### config.mk
export PLATFORM = sky130hd
export DESIGN_NAME = lsmpc_core
export DESIGN_NICKNAME = d
export VERILOG_FILES = /design/src/rtl/lsmpc_pkg.sv /design/src/rtl/lsmpc_core.sv
export SDC_FILE = /design/constraint.sdc
export NUM_CORES = 1
export LEC_CHECK = 0
export BUFFER_PORTS_ARGS = -buffer_cell sky130_fd_sc_hd__buf_2
export CELL_PAD_IN_SITES_DETAIL_PLACEMENT = 0
export CELL_PAD_IN_SITES_GLOBAL_PLACEMENT = 1
export CORE_AREA = 5 5 176 178
export CTS_CLUSTER_SIZE = 8
export DETAILED_ROUTE_END_ITERATION = 12
export DIE_AREA = 0 0 181 183
export PLACE_DENSITY_LB_ADDON = 0.1
export SLEW_MARGIN = 20
export SYNTH_ARGS = -nofsm -noshare
export SYNTH_HDL_FRONTEND = slang
export SYNTH_SLANG_ARGS = --single-unit
### constraint.sdc
create_clock -name clk_sys -period 2.5 [get_ports clk_sys]
set_clock_uncertainty 0.15 [all_clocks]
set_input_delay 0.5 -clock clk_sys [delete_from_list [all_inputs] [get_ports clk_sys]]
set_output_delay 0.5 -clock clk_sys [all_outputs]
set_load 0.005 [all_outputs]
### src/rtl/lsmpc_pkg.sv
package lsmpc_pkg;

    // ******************************************************************
    // Clock and timing
    // ******************************************************************
    localparam int CLK_PERIOD_NS       = 40;
    localparam int KEEPALIVE_NS        = 310000000;
    localparam int KEEPALIVE_CYC       = KEEPALIVE_NS / CLK_PERIOD_NS;
    localparam int CAL_MIN_NS          = 3000000;
    localparam int CAL_MIN_CYC         =
        (CAL_MIN_NS + CLK_PERIOD_NS - 1) / CLK_PERIOD_NS;
    localparam int CAL_MAX_NS          = 7000000;
    localparam int CAL_MAX_CYC         = CAL_MAX_NS / CLK_PERIOD_NS;
    localparam int EXT_MIN_NS          = 15000;
    localparam int EXT_MIN_CYC         =
        (EXT_MIN_NS + CLK_PERIOD_NS - 1) / CLK_PERIOD_NS;
    localparam int EXT_MAX_NS          = 100000;
    localparam int EXT_MAX_CYC         = EXT_MAX_NS / CLK_PERIOD_NS;
    localparam int INT_PER_NS          = 39000;
    localparam logic [10:0] INT_PER_RST =
        11'(INT_PER_NS / CLK_PERIOD_NS);

    // ******************************************************************
    // Serial word layout
    // ******************************************************************
    localparam logic [4:0] SPI_BITS    = 5'h10;
    localparam int WORD_KEEPALIVE      = 15;
    localparam int WORD_ADDR_MSB       = 14;
    localparam int WORD_ADDR_LSB       = 11;
    localparam int WORD_EXIT           = 0;
    localparam logic [3:0] ADDR_CTRL   = 4'h0;
    localparam logic [3:0] ADDR_CH0    = 4'h1;
    localparam logic [3:0] ADDR_CAL    = 4'h5;
    localparam logic [3:0] ADDR_MISC   = 4'h6;
    localparam logic [10:0] CAL_WORD   = 11'h5a5;
    localparam int CTRL_ON_LSB         = 0;
    localparam int CTRL_DIRDIS_LSB     = 4;
    localparam int CTRL_PWM_EN         = 8;
    localparam int CTRL_CLK_SEL        = 9;
    localparam int CTRL_HIGH_BATTERY_SHUTDOWN_OFF         = 10;
    localparam int MISC_VDD_EN         = 0;
    localparam int CH_DUTY_LSB         = 0;
    localparam int CH_DELAY_LSB        = 7;
    localparam logic [6:0] DUTY_FULL   = 7'h7f;

    // ******************************************************************
    // Types
    // ******************************************************************
    typedef enum logic [1:0] {
        LSMPC_SLEEP    = 2'b00,
        LSMPC_NORMAL   = 2'b01,
        LSMPC_FAILSAFE = 2'b11,
        LSMPC_FAULT    = 2'b10
    } lsmpc_mode_t;

    typedef struct packed {
        logic [6:0] duty;
        logic [2:0] delay;
    } lsmpc_chan_t;

    typedef struct packed {
        logic [3:0] lamp_req;
        logic       wake;
        logic       reset_wake;
        logic       cs_n;
        logic       sclk;
        logic       si;
        logic       failsafe_config_pin;
        logic       vdd_fail;
        logic [3:0] overcurrent_flag;
        logic [3:0] overheat_flag;
        logic [3:0] severe_short_flag;
        logic       undervoltage_flag;
        logic       high_battery_flag;
    } lsmpc_pins_t;

endpackage

### src/rtl/lsmpc_core.sv
`timescale 1ns/10ps
// Contract
// - Serial words are 16 bits, MSB first, full duplex.
// - Wake-up is reset_wake OR wake OR any direct lamp request.
// - Fail when supply loss enabled, or keepalive timeout with config pin open.
// - Fault from any channel flag, undervoltage, or high battery with shutdown off.
// - Wake-up low selects sleep; all outputs off.
// - Decode normal, fail-safe, fault from wake, fail, fault.
// - In sleep all serial settings act as zero.
// - Normal drive is direct-or-switch, or switch AND duty wave.
// - Rearm command is switch bit, or unblocked direct request without PWM.
// - PWM drives a channel only with module enable and switch bit.
// - PWM period is 128 selected clock ticks.
// - Duty code n is high n+1 of 128; all ones full on.
// - Switching delayed by delay code times 16 ticks.
// - External clock out of range stops PWM, switch bits drive, flag set.
// - Calibration word then chip-select low pulse sets period pulse/128.
// - Out-of-window calibration pulse ignored, previous period kept.
// - Clock source bit selects internal oscillator for PWM.
// - Keepalive starts on rising wake, request or reset_wake with pin open.
// - Host must toggle bit 15 within the keepalive timeout.
// - Fail-safe: outputs follow direct pins, settings default except supply-loss enable, flag reads 0.
// - Exit fail-safe by exit bit with supply good; entry clears faults.
// - Config pin low ends a keepalive-caused fail-safe.
// - Sample on falling serial clock, shift out on rising, release when deselected.
// - Load status at select fall, commit data at select rise.
// - Latched faults reported serially and cleared by the valid read.
module lsmpc_core #(
    parameter int unsigned KEEPALIVE_CYC = lsmpc_pkg::KEEPALIVE_CYC,
    parameter int unsigned CAL_MIN_CYC   = lsmpc_pkg::CAL_MIN_CYC,
    parameter int unsigned CAL_MAX_CYC   = lsmpc_pkg::CAL_MAX_CYC
) (
    // Clock and reset
    input  wire logic                 clk_sys,
    input  wire logic                 reset_n,
    input  wire logic                 clk_en,
    // Pins from the outside world
    input  wire lsmpc_pkg::lsmpc_pins_t pins,
    // Serial output
    output logic                      so,
    output logic                      so_oe_n,
    // Output stage commands
    output logic [3:0]                output_drive_cmd,
    output logic [3:0]                fault_rearm_cmd,
    output logic                      fault_pin_oe_n,
    // Status
    output lsmpc_pkg::lsmpc_mode_t    mode,
    output logic                      ext_clock_lost
);

    // ******************************************************************
    // Synchroniser
    // ******************************************************************
    lsmpc_pkg::lsmpc_pins_t s1_q, s2_q, s3_q;

    always_ff @(posedge clk_sys or negedge reset_n) begin
        if (!reset_n) begin
            s1_q <= '0;
            s2_q <= '0;
            s3_q <= '0;
        end else if (clk_en) begin
            s1_q <= pins;
            s2_q <= s1_q;
            s3_q <= s2_q;
        end
    end

    logic cs_fall, cs_rise, sck_fall, sck_rise, ext_tick, wake_rise;
    assign cs_fall   = s3_q.cs_n & ~s2_q.cs_n;
    assign cs_rise   = ~s3_q.cs_n & s2_q.cs_n;
    assign sck_fall  = ~s2_q.cs_n & s3_q.sclk & ~s2_q.sclk;
    assign sck_rise  = ~s2_q.cs_n & ~s3_q.sclk & s2_q.sclk;
    assign ext_tick  = s2_q.lamp_req[0] & ~s3_q.lamp_req[0];
    assign wake_rise = |({s2_q.wake, s2_q.reset_wake, s2_q.lamp_req}
                       & ~{s3_q.wake, s3_q.reset_wake, s3_q.lamp_req});

    // ******************************************************************
    // Mode decoder
    // ******************************************************************
    lsmpc_pkg::lsmpc_mode_t mode_q, mode_d;
    logic fail_q, fail_d, fail_wd_q, fail_wd_d, wd_to_q;
    logic vdd_en_q, high_battery_shutdown_off_q, commit, exit_req;
    logic wake_w, fault_w;
    logic [15:0] word;

    assign wake_w  = s2_q.reset_wake | s2_q.wake | (|s2_q.lamp_req);
    assign fault_w = (|s2_q.overcurrent_flag) | (|s2_q.overheat_flag)
                   | (|s2_q.severe_short_flag) | s2_q.undervoltage_flag
                   | (s2_q.high_battery_flag & high_battery_shutdown_off_q);
    assign exit_req = commit && mode_q == lsmpc_pkg::LSMPC_FAILSAFE
                   && word[lsmpc_pkg::WORD_EXIT] && !s2_q.vdd_fail;

    always_comb begin
        fail_wd_d = fail_wd_q;
        if (exit_req || !s2_q.failsafe_config_pin)
            fail_wd_d = 1'b0;
        if (wd_to_q && s2_q.failsafe_config_pin)
            fail_wd_d = 1'b1;
        fail_d = fail_q;
        if (exit_req || (fail_wd_q && !fail_wd_d && !s2_q.vdd_fail))
            fail_d = 1'b0;
        if ((s2_q.vdd_fail && vdd_en_q)
            || (wd_to_q && s2_q.failsafe_config_pin))
            fail_d = 1'b1;
        if (!wake_w)
            mode_d = lsmpc_pkg::LSMPC_SLEEP;
        else if (fault_w)
            mode_d = lsmpc_pkg::LSMPC_FAULT;
        else if (fail_q)
            mode_d = lsmpc_pkg::LSMPC_FAILSAFE;
        else
            mode_d = lsmpc_pkg::LSMPC_NORMAL;
    end

    always_ff @(posedge clk_sys or negedge reset_n) begin
        if (!reset_n) begin
            mode_q    <= lsmpc_pkg::LSMPC_SLEEP;
            fail_q    <= 1'b0;
            fail_wd_q <= 1'b0;
        end else if (clk_en) begin
            mode_q    <= mode_d;
            fail_q    <= fail_d;
            fail_wd_q <= fail_wd_d;
        end
    end

    // ******************************************************************
    // Serial shifter
    // ******************************************************************
    logic [15:0] sh_q, sh_d, status_w;
    logic [4:0]  cnt_q, cnt_d;
    logic        so_q, so_d, pup_q, pup_d;
    logic [9:0]  st_q, st_d, rep_q, rep_d;
    logic        lost_q;

    assign word   = sh_q;
    assign commit = cs_rise && cnt_q == lsmpc_pkg::SPI_BITS;
    assign status_w = {mode_q == lsmpc_pkg::LSMPC_NORMAL, lost_q, pup_q,
                       3'h0, st_q};

    always_comb begin
        sh_d  = sh_q;
        cnt_d = cnt_q;
        so_d  = so_q;
        rep_d = rep_q;
        pup_d = pup_q;
        st_d  = st_q;
        if (cs_fall) begin
            sh_d  = status_w;
            so_d  = status_w[15];
            cnt_d = '0;
            rep_d = st_q;
        end else if (sck_fall) begin
            sh_d = {sh_q[14:0], s2_q.si};
            if (cnt_q != 5'h1f)
                cnt_d = cnt_q + 5'h01;
        end else if (sck_rise) begin
            so_d = sh_q[15];
        end
        if (commit) begin
            st_d  = st_q & ~rep_q;
            pup_d = 1'b0;
        end
        if (mode_q != mode_d && (mode_d == lsmpc_pkg::LSMPC_NORMAL
            || mode_d == lsmpc_pkg::LSMPC_FAILSAFE))
            st_d = '0;
        st_d = st_d | {s2_q.undervoltage_flag, s2_q.high_battery_flag,
                       s2_q.overcurrent_flag | s2_q.severe_short_flag,
                       s2_q.overheat_flag};
    end

    always_ff @(posedge clk_sys or negedge reset_n) begin
        if (!reset_n) begin
            sh_q  <= '0;
            cnt_q <= '0;
            so_q  <= 1'b0;
            rep_q <= '0;
            st_q  <= '0;
            pup_q <= 1'b1;
        end else if (clk_en) begin
            sh_q  <= sh_d;
            cnt_q <= cnt_d;
            so_q  <= so_d;
            rep_q <= rep_d;
            st_q  <= st_d;
            pup_q <= pup_d;
        end
    end

    // ******************************************************************
    // Settings
    // ******************************************************************
    logic [3:0] on_q, on_d, dis_q, dis_d;
    logic pwm_en_q, pwm_en_d, sel_q, sel_d, high_battery_shutdown_off_d, vdd_en_d;
    lsmpc_pkg::lsmpc_chan_t ch_q [4];
    lsmpc_pkg::lsmpc_chan_t ch_d [4];
    logic [3:0] addr;

    assign addr = word[lsmpc_pkg::WORD_ADDR_MSB:lsmpc_pkg::WORD_ADDR_LSB];

    always_comb begin
        on_d     = on_q;
        dis_d    = dis_q;
        pwm_en_d = pwm_en_q;
        sel_d    = sel_q;
        high_battery_shutdown_off_d = high_battery_shutdown_off_q;
        vdd_en_d = vdd_en_q;
        ch_d     = ch_q;
        if (commit && mode_q != lsmpc_pkg::LSMPC_FAILSAFE) begin
            if (addr == lsmpc_pkg::ADDR_CTRL) begin
                on_d     = word[lsmpc_pkg::CTRL_ON_LSB +: 4];
                dis_d    = word[lsmpc_pkg::CTRL_DIRDIS_LSB +: 4];
                pwm_en_d = word[lsmpc_pkg::CTRL_PWM_EN];
                sel_d    = word[lsmpc_pkg::CTRL_CLK_SEL];
                high_battery_shutdown_off_d = word[lsmpc_pkg::CTRL_HIGH_BATTERY_SHUTDOWN_OFF];
            end
            if (addr == lsmpc_pkg::ADDR_MISC)
                vdd_en_d = word[lsmpc_pkg::MISC_VDD_EN];
            for (int i = 0; i < 4; i++) begin
                if (addr == lsmpc_pkg::ADDR_CH0 + 4'(i)) begin
                    ch_d[i].duty  = word[lsmpc_pkg::CH_DUTY_LSB +: 7];
                    ch_d[i].delay = word[lsmpc_pkg::CH_DELAY_LSB +: 3];
                end
            end
        end
        if (mode_q == lsmpc_pkg::LSMPC_SLEEP
            || mode_q == lsmpc_pkg::LSMPC_FAILSAFE) begin
            on_d     = '0;
            dis_d    = '0;
            pwm_en_d = 1'b0;
            sel_d    = 1'b0;
            high_battery_shutdown_off_d = 1'b0;
            if (mode_q == lsmpc_pkg::LSMPC_SLEEP)
                vdd_en_d = 1'b0;
            for (int i = 0; i < 4; i++)
                ch_d[i] = '0;
        end
    end

    always_ff @(posedge clk_sys or negedge reset_n) begin
        if (!reset_n) begin
            on_q     <= '0;
            dis_q    <= '0;
            pwm_en_q <= 1'b0;
            sel_q    <= 1'b0;
            high_battery_shutdown_off_q <= 1'b0;
            vdd_en_q <= 1'b0;
            for (int i = 0; i < 4; i++)
                ch_q[i] <= '0;
        end else if (clk_en) begin
            on_q     <= on_d;
            dis_q    <= dis_d;
            pwm_en_q <= pwm_en_d;
            sel_q    <= sel_d;
            high_battery_shutdown_off_q <= high_battery_shutdown_off_d;
            vdd_en_q <= vdd_en_d;
            ch_q     <= ch_d;
        end
    end

    // ******************************************************************
    // Keepalive, calibration and PWM clocks
    // ******************************************************************
    // The supply-loss enable survives fail-safe so that the loss can be
    // seen to clear; every other setting returns to default there.
    logic        wd_run_q, wd_run_d, wd_last_q, wd_last_d, wd_to_d;
    logic [23:0] wd_cnt_q, wd_cnt_d;
    logic        arm_q, arm_d, meas_q, meas_d, lost_d, int_tick, tick;
    logic [17:0] cal_q, cal_d;
    logic [10:0] per_q, per_d, div_q, div_d;
    logic [11:0] mon_q, mon_d;
    logic [6:0]  pwm_q, pwm_d;

    assign int_tick = div_q == per_q - 11'h001;
    assign tick     = sel_q ? int_tick : ext_tick;

    always_comb begin
        wd_run_d  = wd_run_q;
        wd_cnt_d  = wd_cnt_q;
        wd_last_d = wd_last_q;
        wd_to_d   = 1'b0;
        if (wake_rise && s2_q.failsafe_config_pin)
            wd_run_d = 1'b1;
        if (commit && word[lsmpc_pkg::WORD_KEEPALIVE] != wd_last_q) begin
            wd_last_d = word[lsmpc_pkg::WORD_KEEPALIVE];
            wd_cnt_d  = '0;
        end else if (wd_run_q && mode_q == lsmpc_pkg::LSMPC_NORMAL) begin
            if (32'(wd_cnt_q) >= KEEPALIVE_CYC - 1) begin
                wd_to_d  = 1'b1;
                wd_cnt_d = '0;
            end else begin
                wd_cnt_d = wd_cnt_q + 24'h000001;
            end
        end
        if (!s2_q.failsafe_config_pin || mode_q == lsmpc_pkg::LSMPC_SLEEP)
            wd_run_d = 1'b0;
        arm_d  = arm_q;
        meas_d = meas_q;
        cal_d  = cal_q;
        per_d  = per_q;
        if (commit && addr == lsmpc_pkg::ADDR_CAL
            && word[10:0] == lsmpc_pkg::CAL_WORD)
            arm_d = 1'b1;
        if (cs_fall && arm_q) begin
            meas_d = 1'b1;
            cal_d  = '0;
        end else if (meas_q && !cs_rise && cal_q != 18'h3ffff) begin
            cal_d = cal_q + 18'h00001;
        end
        if (cs_rise && meas_q) begin
            meas_d = 1'b0;
            arm_d  = 1'b0;
            if (32'(cal_q) >= CAL_MIN_CYC && 32'(cal_q) <= CAL_MAX_CYC)
                per_d = cal_q[17:7];
        end
        div_d = int_tick ? 11'h000 : div_q + 11'h001;
        mon_d = ext_tick ? 12'h000
              : (mon_q == 12'(lsmpc_pkg::EXT_MAX_CYC) ? mon_q
                 : mon_q + 12'h001);
        lost_d = lost_q;
        if (ext_tick)
            lost_d = mon_q < 12'(lsmpc_pkg::EXT_MIN_CYC);
        else if (mon_q == 12'(lsmpc_pkg::EXT_MAX_CYC))
            lost_d = 1'b1;
        pwm_d = tick ? pwm_q + 7'h01 : pwm_q;
    end

    always_ff @(posedge clk_sys or negedge reset_n) begin
        if (!reset_n) begin
            wd_run_q  <= 1'b0;
            wd_cnt_q  <= '0;
            wd_last_q <= 1'b0;
            wd_to_q   <= 1'b0;
            arm_q     <= 1'b0;
            meas_q    <= 1'b0;
            cal_q     <= '0;
            per_q     <= lsmpc_pkg::INT_PER_RST;
            div_q     <= '0;
            mon_q     <= '0;
            lost_q    <= 1'b0;
            pwm_q     <= '0;
        end else if (clk_en) begin
            wd_run_q  <= wd_run_d;
            wd_cnt_q  <= wd_cnt_d;
            wd_last_q <= wd_last_d;
            wd_to_q   <= wd_to_d;
            arm_q     <= arm_d;
            meas_q    <= meas_d;
            cal_q     <= cal_d;
            per_q     <= per_d;
            div_q     <= div_d;
            mon_q     <= mon_d;
            lost_q    <= lost_d;
            pwm_q     <= pwm_d;
        end
    end

    // ******************************************************************
    // Output equations
    // ******************************************************************
    logic [3:0] drv_q, drv_d, rearm_q, rearm_d, wave, direct;
    logic       fpin_q, so_oe_q, pwm_live, clk_bad;

    assign clk_bad  = lost_q & ~sel_q;
    assign pwm_live = pwm_en_q & ~clk_bad;
    assign direct   = s2_q.lamp_req & ~dis_q;

    for (genvar g = 0; g < 4; g++) begin : g_chan
        logic [6:0] phase;
        assign phase = pwm_q - {ch_q[g].delay, 4'h0};
        assign wave[g] = ch_q[g].duty == lsmpc_pkg::DUTY_FULL
                       || phase <= ch_q[g].duty;
    end

    always_comb begin
        case (mode_q)
            lsmpc_pkg::LSMPC_NORMAL, lsmpc_pkg::LSMPC_FAULT: begin
                if (pwm_live)
                    drv_d = on_q & wave;
                else if (pwm_en_q)
                    drv_d = on_q;
                else
                    drv_d = direct | on_q;
                rearm_d = on_q | (pwm_en_q ? 4'h0 : direct);
            end
            lsmpc_pkg::LSMPC_FAILSAFE: begin
                drv_d   = s2_q.lamp_req;
                rearm_d = on_q | (pwm_en_q ? 4'h0 : direct);
            end
            default: begin
                drv_d   = '0;
                rearm_d = '0;
            end
        endcase
    end

    always_ff @(posedge clk_sys or negedge reset_n) begin
        if (!reset_n) begin
            drv_q   <= '0;
            rearm_q <= '0;
            fpin_q  <= 1'b1;
            so_oe_q <= 1'b1;
        end else if (clk_en) begin
            drv_q   <= drv_d;
            rearm_q <= rearm_d;
            fpin_q  <= mode_d != lsmpc_pkg::LSMPC_FAULT;
            so_oe_q <= s2_q.cs_n;
        end
    end

    assign so               = so_q;
    assign so_oe_n          = so_oe_q;
    assign output_drive_cmd = drv_q;
    assign fault_rearm_cmd  = rearm_q;
    assign fault_pin_oe_n   = fpin_q;
    assign mode             = mode_q;
    assign ext_clock_lost   = lost_q;
endmodule

==> results.py <==
metrics = {
    "clock_network": {
        "cts_buffers": 38,
        "cts_tree": "built",
        "insertion_delay_ps": 530,
        "clock-root-buffer": "clkbuf_16",
        "clkSlewWorstSetupHoldPaths_ps": 50,
        "cts_sinks": 256,
        "clk_path_buf_depth": 3,
        "htree_levels": 2,
    },
    "power": {
        "p_int_uw": 9720,
        "vdd_drop_max_mv": 0.650,
        "clkPwrFrac": 0.327,
        "netSwitchingFraction": 0.328,
        "power_density_mw_per_mm2": 959,
        "power_uw": 14500,
        "p_leak_uw": 0.00672,
        "combinationalPowerShare": 0.267,
        "p_sw_uw": 4750,
        "seqPwrFrac": 0.407,
    },
    "yosys": {
        "synth.most_common_cell": "dfrtp_1",
        "synth-compound-area-share": 0.124,
        "synth_xor_area_frac": 0.0449,
        "muxShareOfSynthArea": 0.0813,
        "async_flop_share": 1.00,
        "yosys_warnings": 0,
        "ys.flop_type": "dfrtp_1",
        "ys_seq_area_frac": 0.499,
        "syn_area_per_cell_um2": 9.97,
        "synth_area_leaders": "dfrtp_1 48%, mux2_2 5.9%, nand2_1 5.0%, o21ai_0 4.9%, ha_1 4.5%",
        "synth_fa_ha_area_frac": 0.0510,
        "netlist_instances": 1290,
        "synthesis.nets": 1368,
        "synth_top_family_by_area": "simple AND/OR/NAND/NOR gates",
        "synth_simple_gate_area_frac": 0.161,
        "netlist_top_cells_count": "245 x dfrtp_1, 173 x nand2_1, 127 x o21ai_0",
        "synthDistinctLibCells": 75,
        "synth_top_area_share": 0.477,
        "synth_top_cell_by_area": "dfrtp_1",
        "synth-edff-count": 0,
        "synth_seq_cells": 256,
        "syn_area_mm2": 0.0129,
    },
    "grt": {
        "overflow": 0,
        "grt_pass1_vias": 9477,
        "antenna_found_initial": 0,
        "grt_pass1_wl_um": 50000,
        "gr-usage-all-layers": 0.182,
        "grt_start_max_net_pins": 66,
    },
    "setup_path": {
        "crit_path_end_kind": "register",
        "crit_start": "pwm_q[4]",
        "start_kind": "register",
        "crit_type": "reg -> reg",
        "r2r_setup_slack_ps": 90,
        "path_max_fanout": 4,
        "worstPathRequired_ps": 2800,
        "crit_arrival_ps": 2700,
        "r2r-start": "pwm_q[4]",
    },
    "placement": {
        "place_congestion": 0.833,
        "port_buffers": 41,
        "preCtsSetupSlack_ps": -93.4,
        "hpwl_um": 21300,
    },
    "sta": {
        "setup_viol_count_final": 0,
        "fin_crit_ps": 2410,
        "rsz0062_at_grt": "true",
        "fin_crit_sh": 0.962,
        "hold_violations": 0,
        "setup_tns_ps": 0,
        "max_freq_mhz": 416,
        "slew_headroom": 0.670,
        "tightest_slew_ps": 495,
        "slew_viol_final": 0,
        "setup_slack_ps": 94.4,
    },
    "die": {
        "core_area_mm2": 0.0292,
        "die_h_um": 183,
        "die_w_um": 181,
        "num_rows": 63,
        "dieArea_mm2": 0.0331,
        "initial_utilization": 0.440,
        "ios": 42,
    },
    "detailed_routing": {
        "wl_met1_um": 14700,
        "met3WireLength_um": 957,
        "drt_iter0_markers": 394,
        "dr.pass1.iters": 5,
        "wl_met2_um": 13500,
        "top_layer": "met4",
        "drt_wl_total_um": 29700,
        "vias": 9338,
        "antenna_left": 0,
        "via_per_inst": 5.21,
        "routedWlPerCell_um": 16.6,
        "route.detailed.drc": 0,
    },
    "finish": {
        "fin_nets": 1466,
        "drive_gt1_frac": 0.185,
        "diodes": 0,
        "syn2layout_area_growth_pct": 17.3,
    },
    "hold_path": {
        "hold_path_class": "in -> reg",
        "min_from": "pins[2]",
    },
    "run_status": {
        "status": "finished clean",
    },
    "flow_run": {
        "drv_cap": 0,
    },
}
## state kept, by name, summed over array words and instances, names as in the netlist, 7 cells and up
register,flops
s2_q,25
div_q,11
sh_q,16
s3_q,8
st_q,10
mon_q,12
ch_q,40
wd_cnt_q,24
per_q,11
s1_q,25
pwm_q,7
rep_q,10
cal_q,18
## repair_timing
item / 4_1_cts / 5_1_grt
endpoints found under the setup margin: 5 / 63
buffers inserted: 0 / 4
pin swaps: 1 / 9
hold buffers: 1 / 0
gates resized for setup: 4 / 15
hold endpoints to repair: 49 / 0
## power groups by stage
stage / clock, µW / combinational (µW) / sequential, µW
finish: 4730 / 3860 / 5890
global placement: 0 / 3740 / 5940
detailed placement: 0 / 3830 / 5950
floorplan: 0 / 2680 / 5660
CTS: 4870 / 3850 / 5890
global route: 5070 / 4450 / 6030
## critical path, cell delays in order, from the launching register on
cell	delay [ps]
dfrtp_1	390
inv_2	90
ha_1	140
inv_1	50
fa_2	520
ha_1	230
a21o_1	160
a211oi_1	240
o21a_1	140
o21ai_1	60
a31oi_1	170
## stage by stage
stage               area (µm²)   util  std cells  hold slack, ps
finish                   15100  0.516       1793            57.2
global route             15100  0.516       1793            36.1
CTS                      15000  0.513       1789            28.6
detailed placement       13900  0.475       1733             314
global placement         13900  0.475       1733             313
floorplan                12900      -       1290            54.4
## layer usage
metal  track usage  vias up
li1              -     4663
met1         0.260     4510
met2         0.294      121
met3        0.0286       44
met4        0.0453        0
met5             0        -
## final timing paths
path	to	depth (start not counted)
max	output_drive_cmd[0]	10
min	s1_q[2]	2
max reg2reg	output_drive_cmd[0]	10
min reg2reg	so_oe_n	2
max in group asynchronous	s1_q[16]	3
min in group asynchronous	ch_q[5]	2
## cell usage in the layout (no fill, tap or decap), drive strengths merged, types with 11 or more instances in the layout
| cell | Yosys | routed |
|---|---|---|
| nand2 | 173 | 173 |
| mux2i | 19 | 19 |
| nor3 | 20 | 20 |
| nor2 | 87 | 87 |
| and3 | 13 | 13 |
| a21oi | 51 | 51 |
| clkbuf | 30 | 50 |
| mux2 | 76 | 76 |
| o21a | 13 | 13 |
| a31oi | 12 | 12 |
| ha | 46 | 46 |
| xnor2 | 26 | 26 |
| nand4 | 22 | 22 |
| buf | 19 | 106 |
| dfrtp | 245 | 245 |
| dfstp | 11 | 11 |
| xor2 | 40 | 40 |
| nand3 | 40 | 40 |
| inv | 78 | 80 |
| o21ai | 135 | 135 |
| and2 | 11 | 11 |
## logic make-up (layout without fill, tap and decap cells)
| group | Yosys count | in the layout |
|---|---|---|
| flip-flops | 256 | 256 |
| AND/OR/NAND/NOR | 427 | 427 |
| AO/OA/AOI/OAI | 269 | 269 |
| buffers and inverters | 127 | 240 |
| XOR/XNOR | 66 | 66 |
| multiplexers | 95 | 95 |
| adder cells (fa/ha/maj) | 50 | 50 |
## final cells by class
| type | count | area, µm² |
|---|---|---|
| clock buffer | 50 | 996 |
| clock inverter | 5 | 93.8 |
| fill | 2760 | 14200 |
| inverter | 78 | 293 |
| multi-input combinational | 907 | 6000 |
| sequential | 256 | 6420 |
| tap | 390 | 488 |
| timing repair buffer | 107 | 795 |
Power figures use the tool's default switching activity.
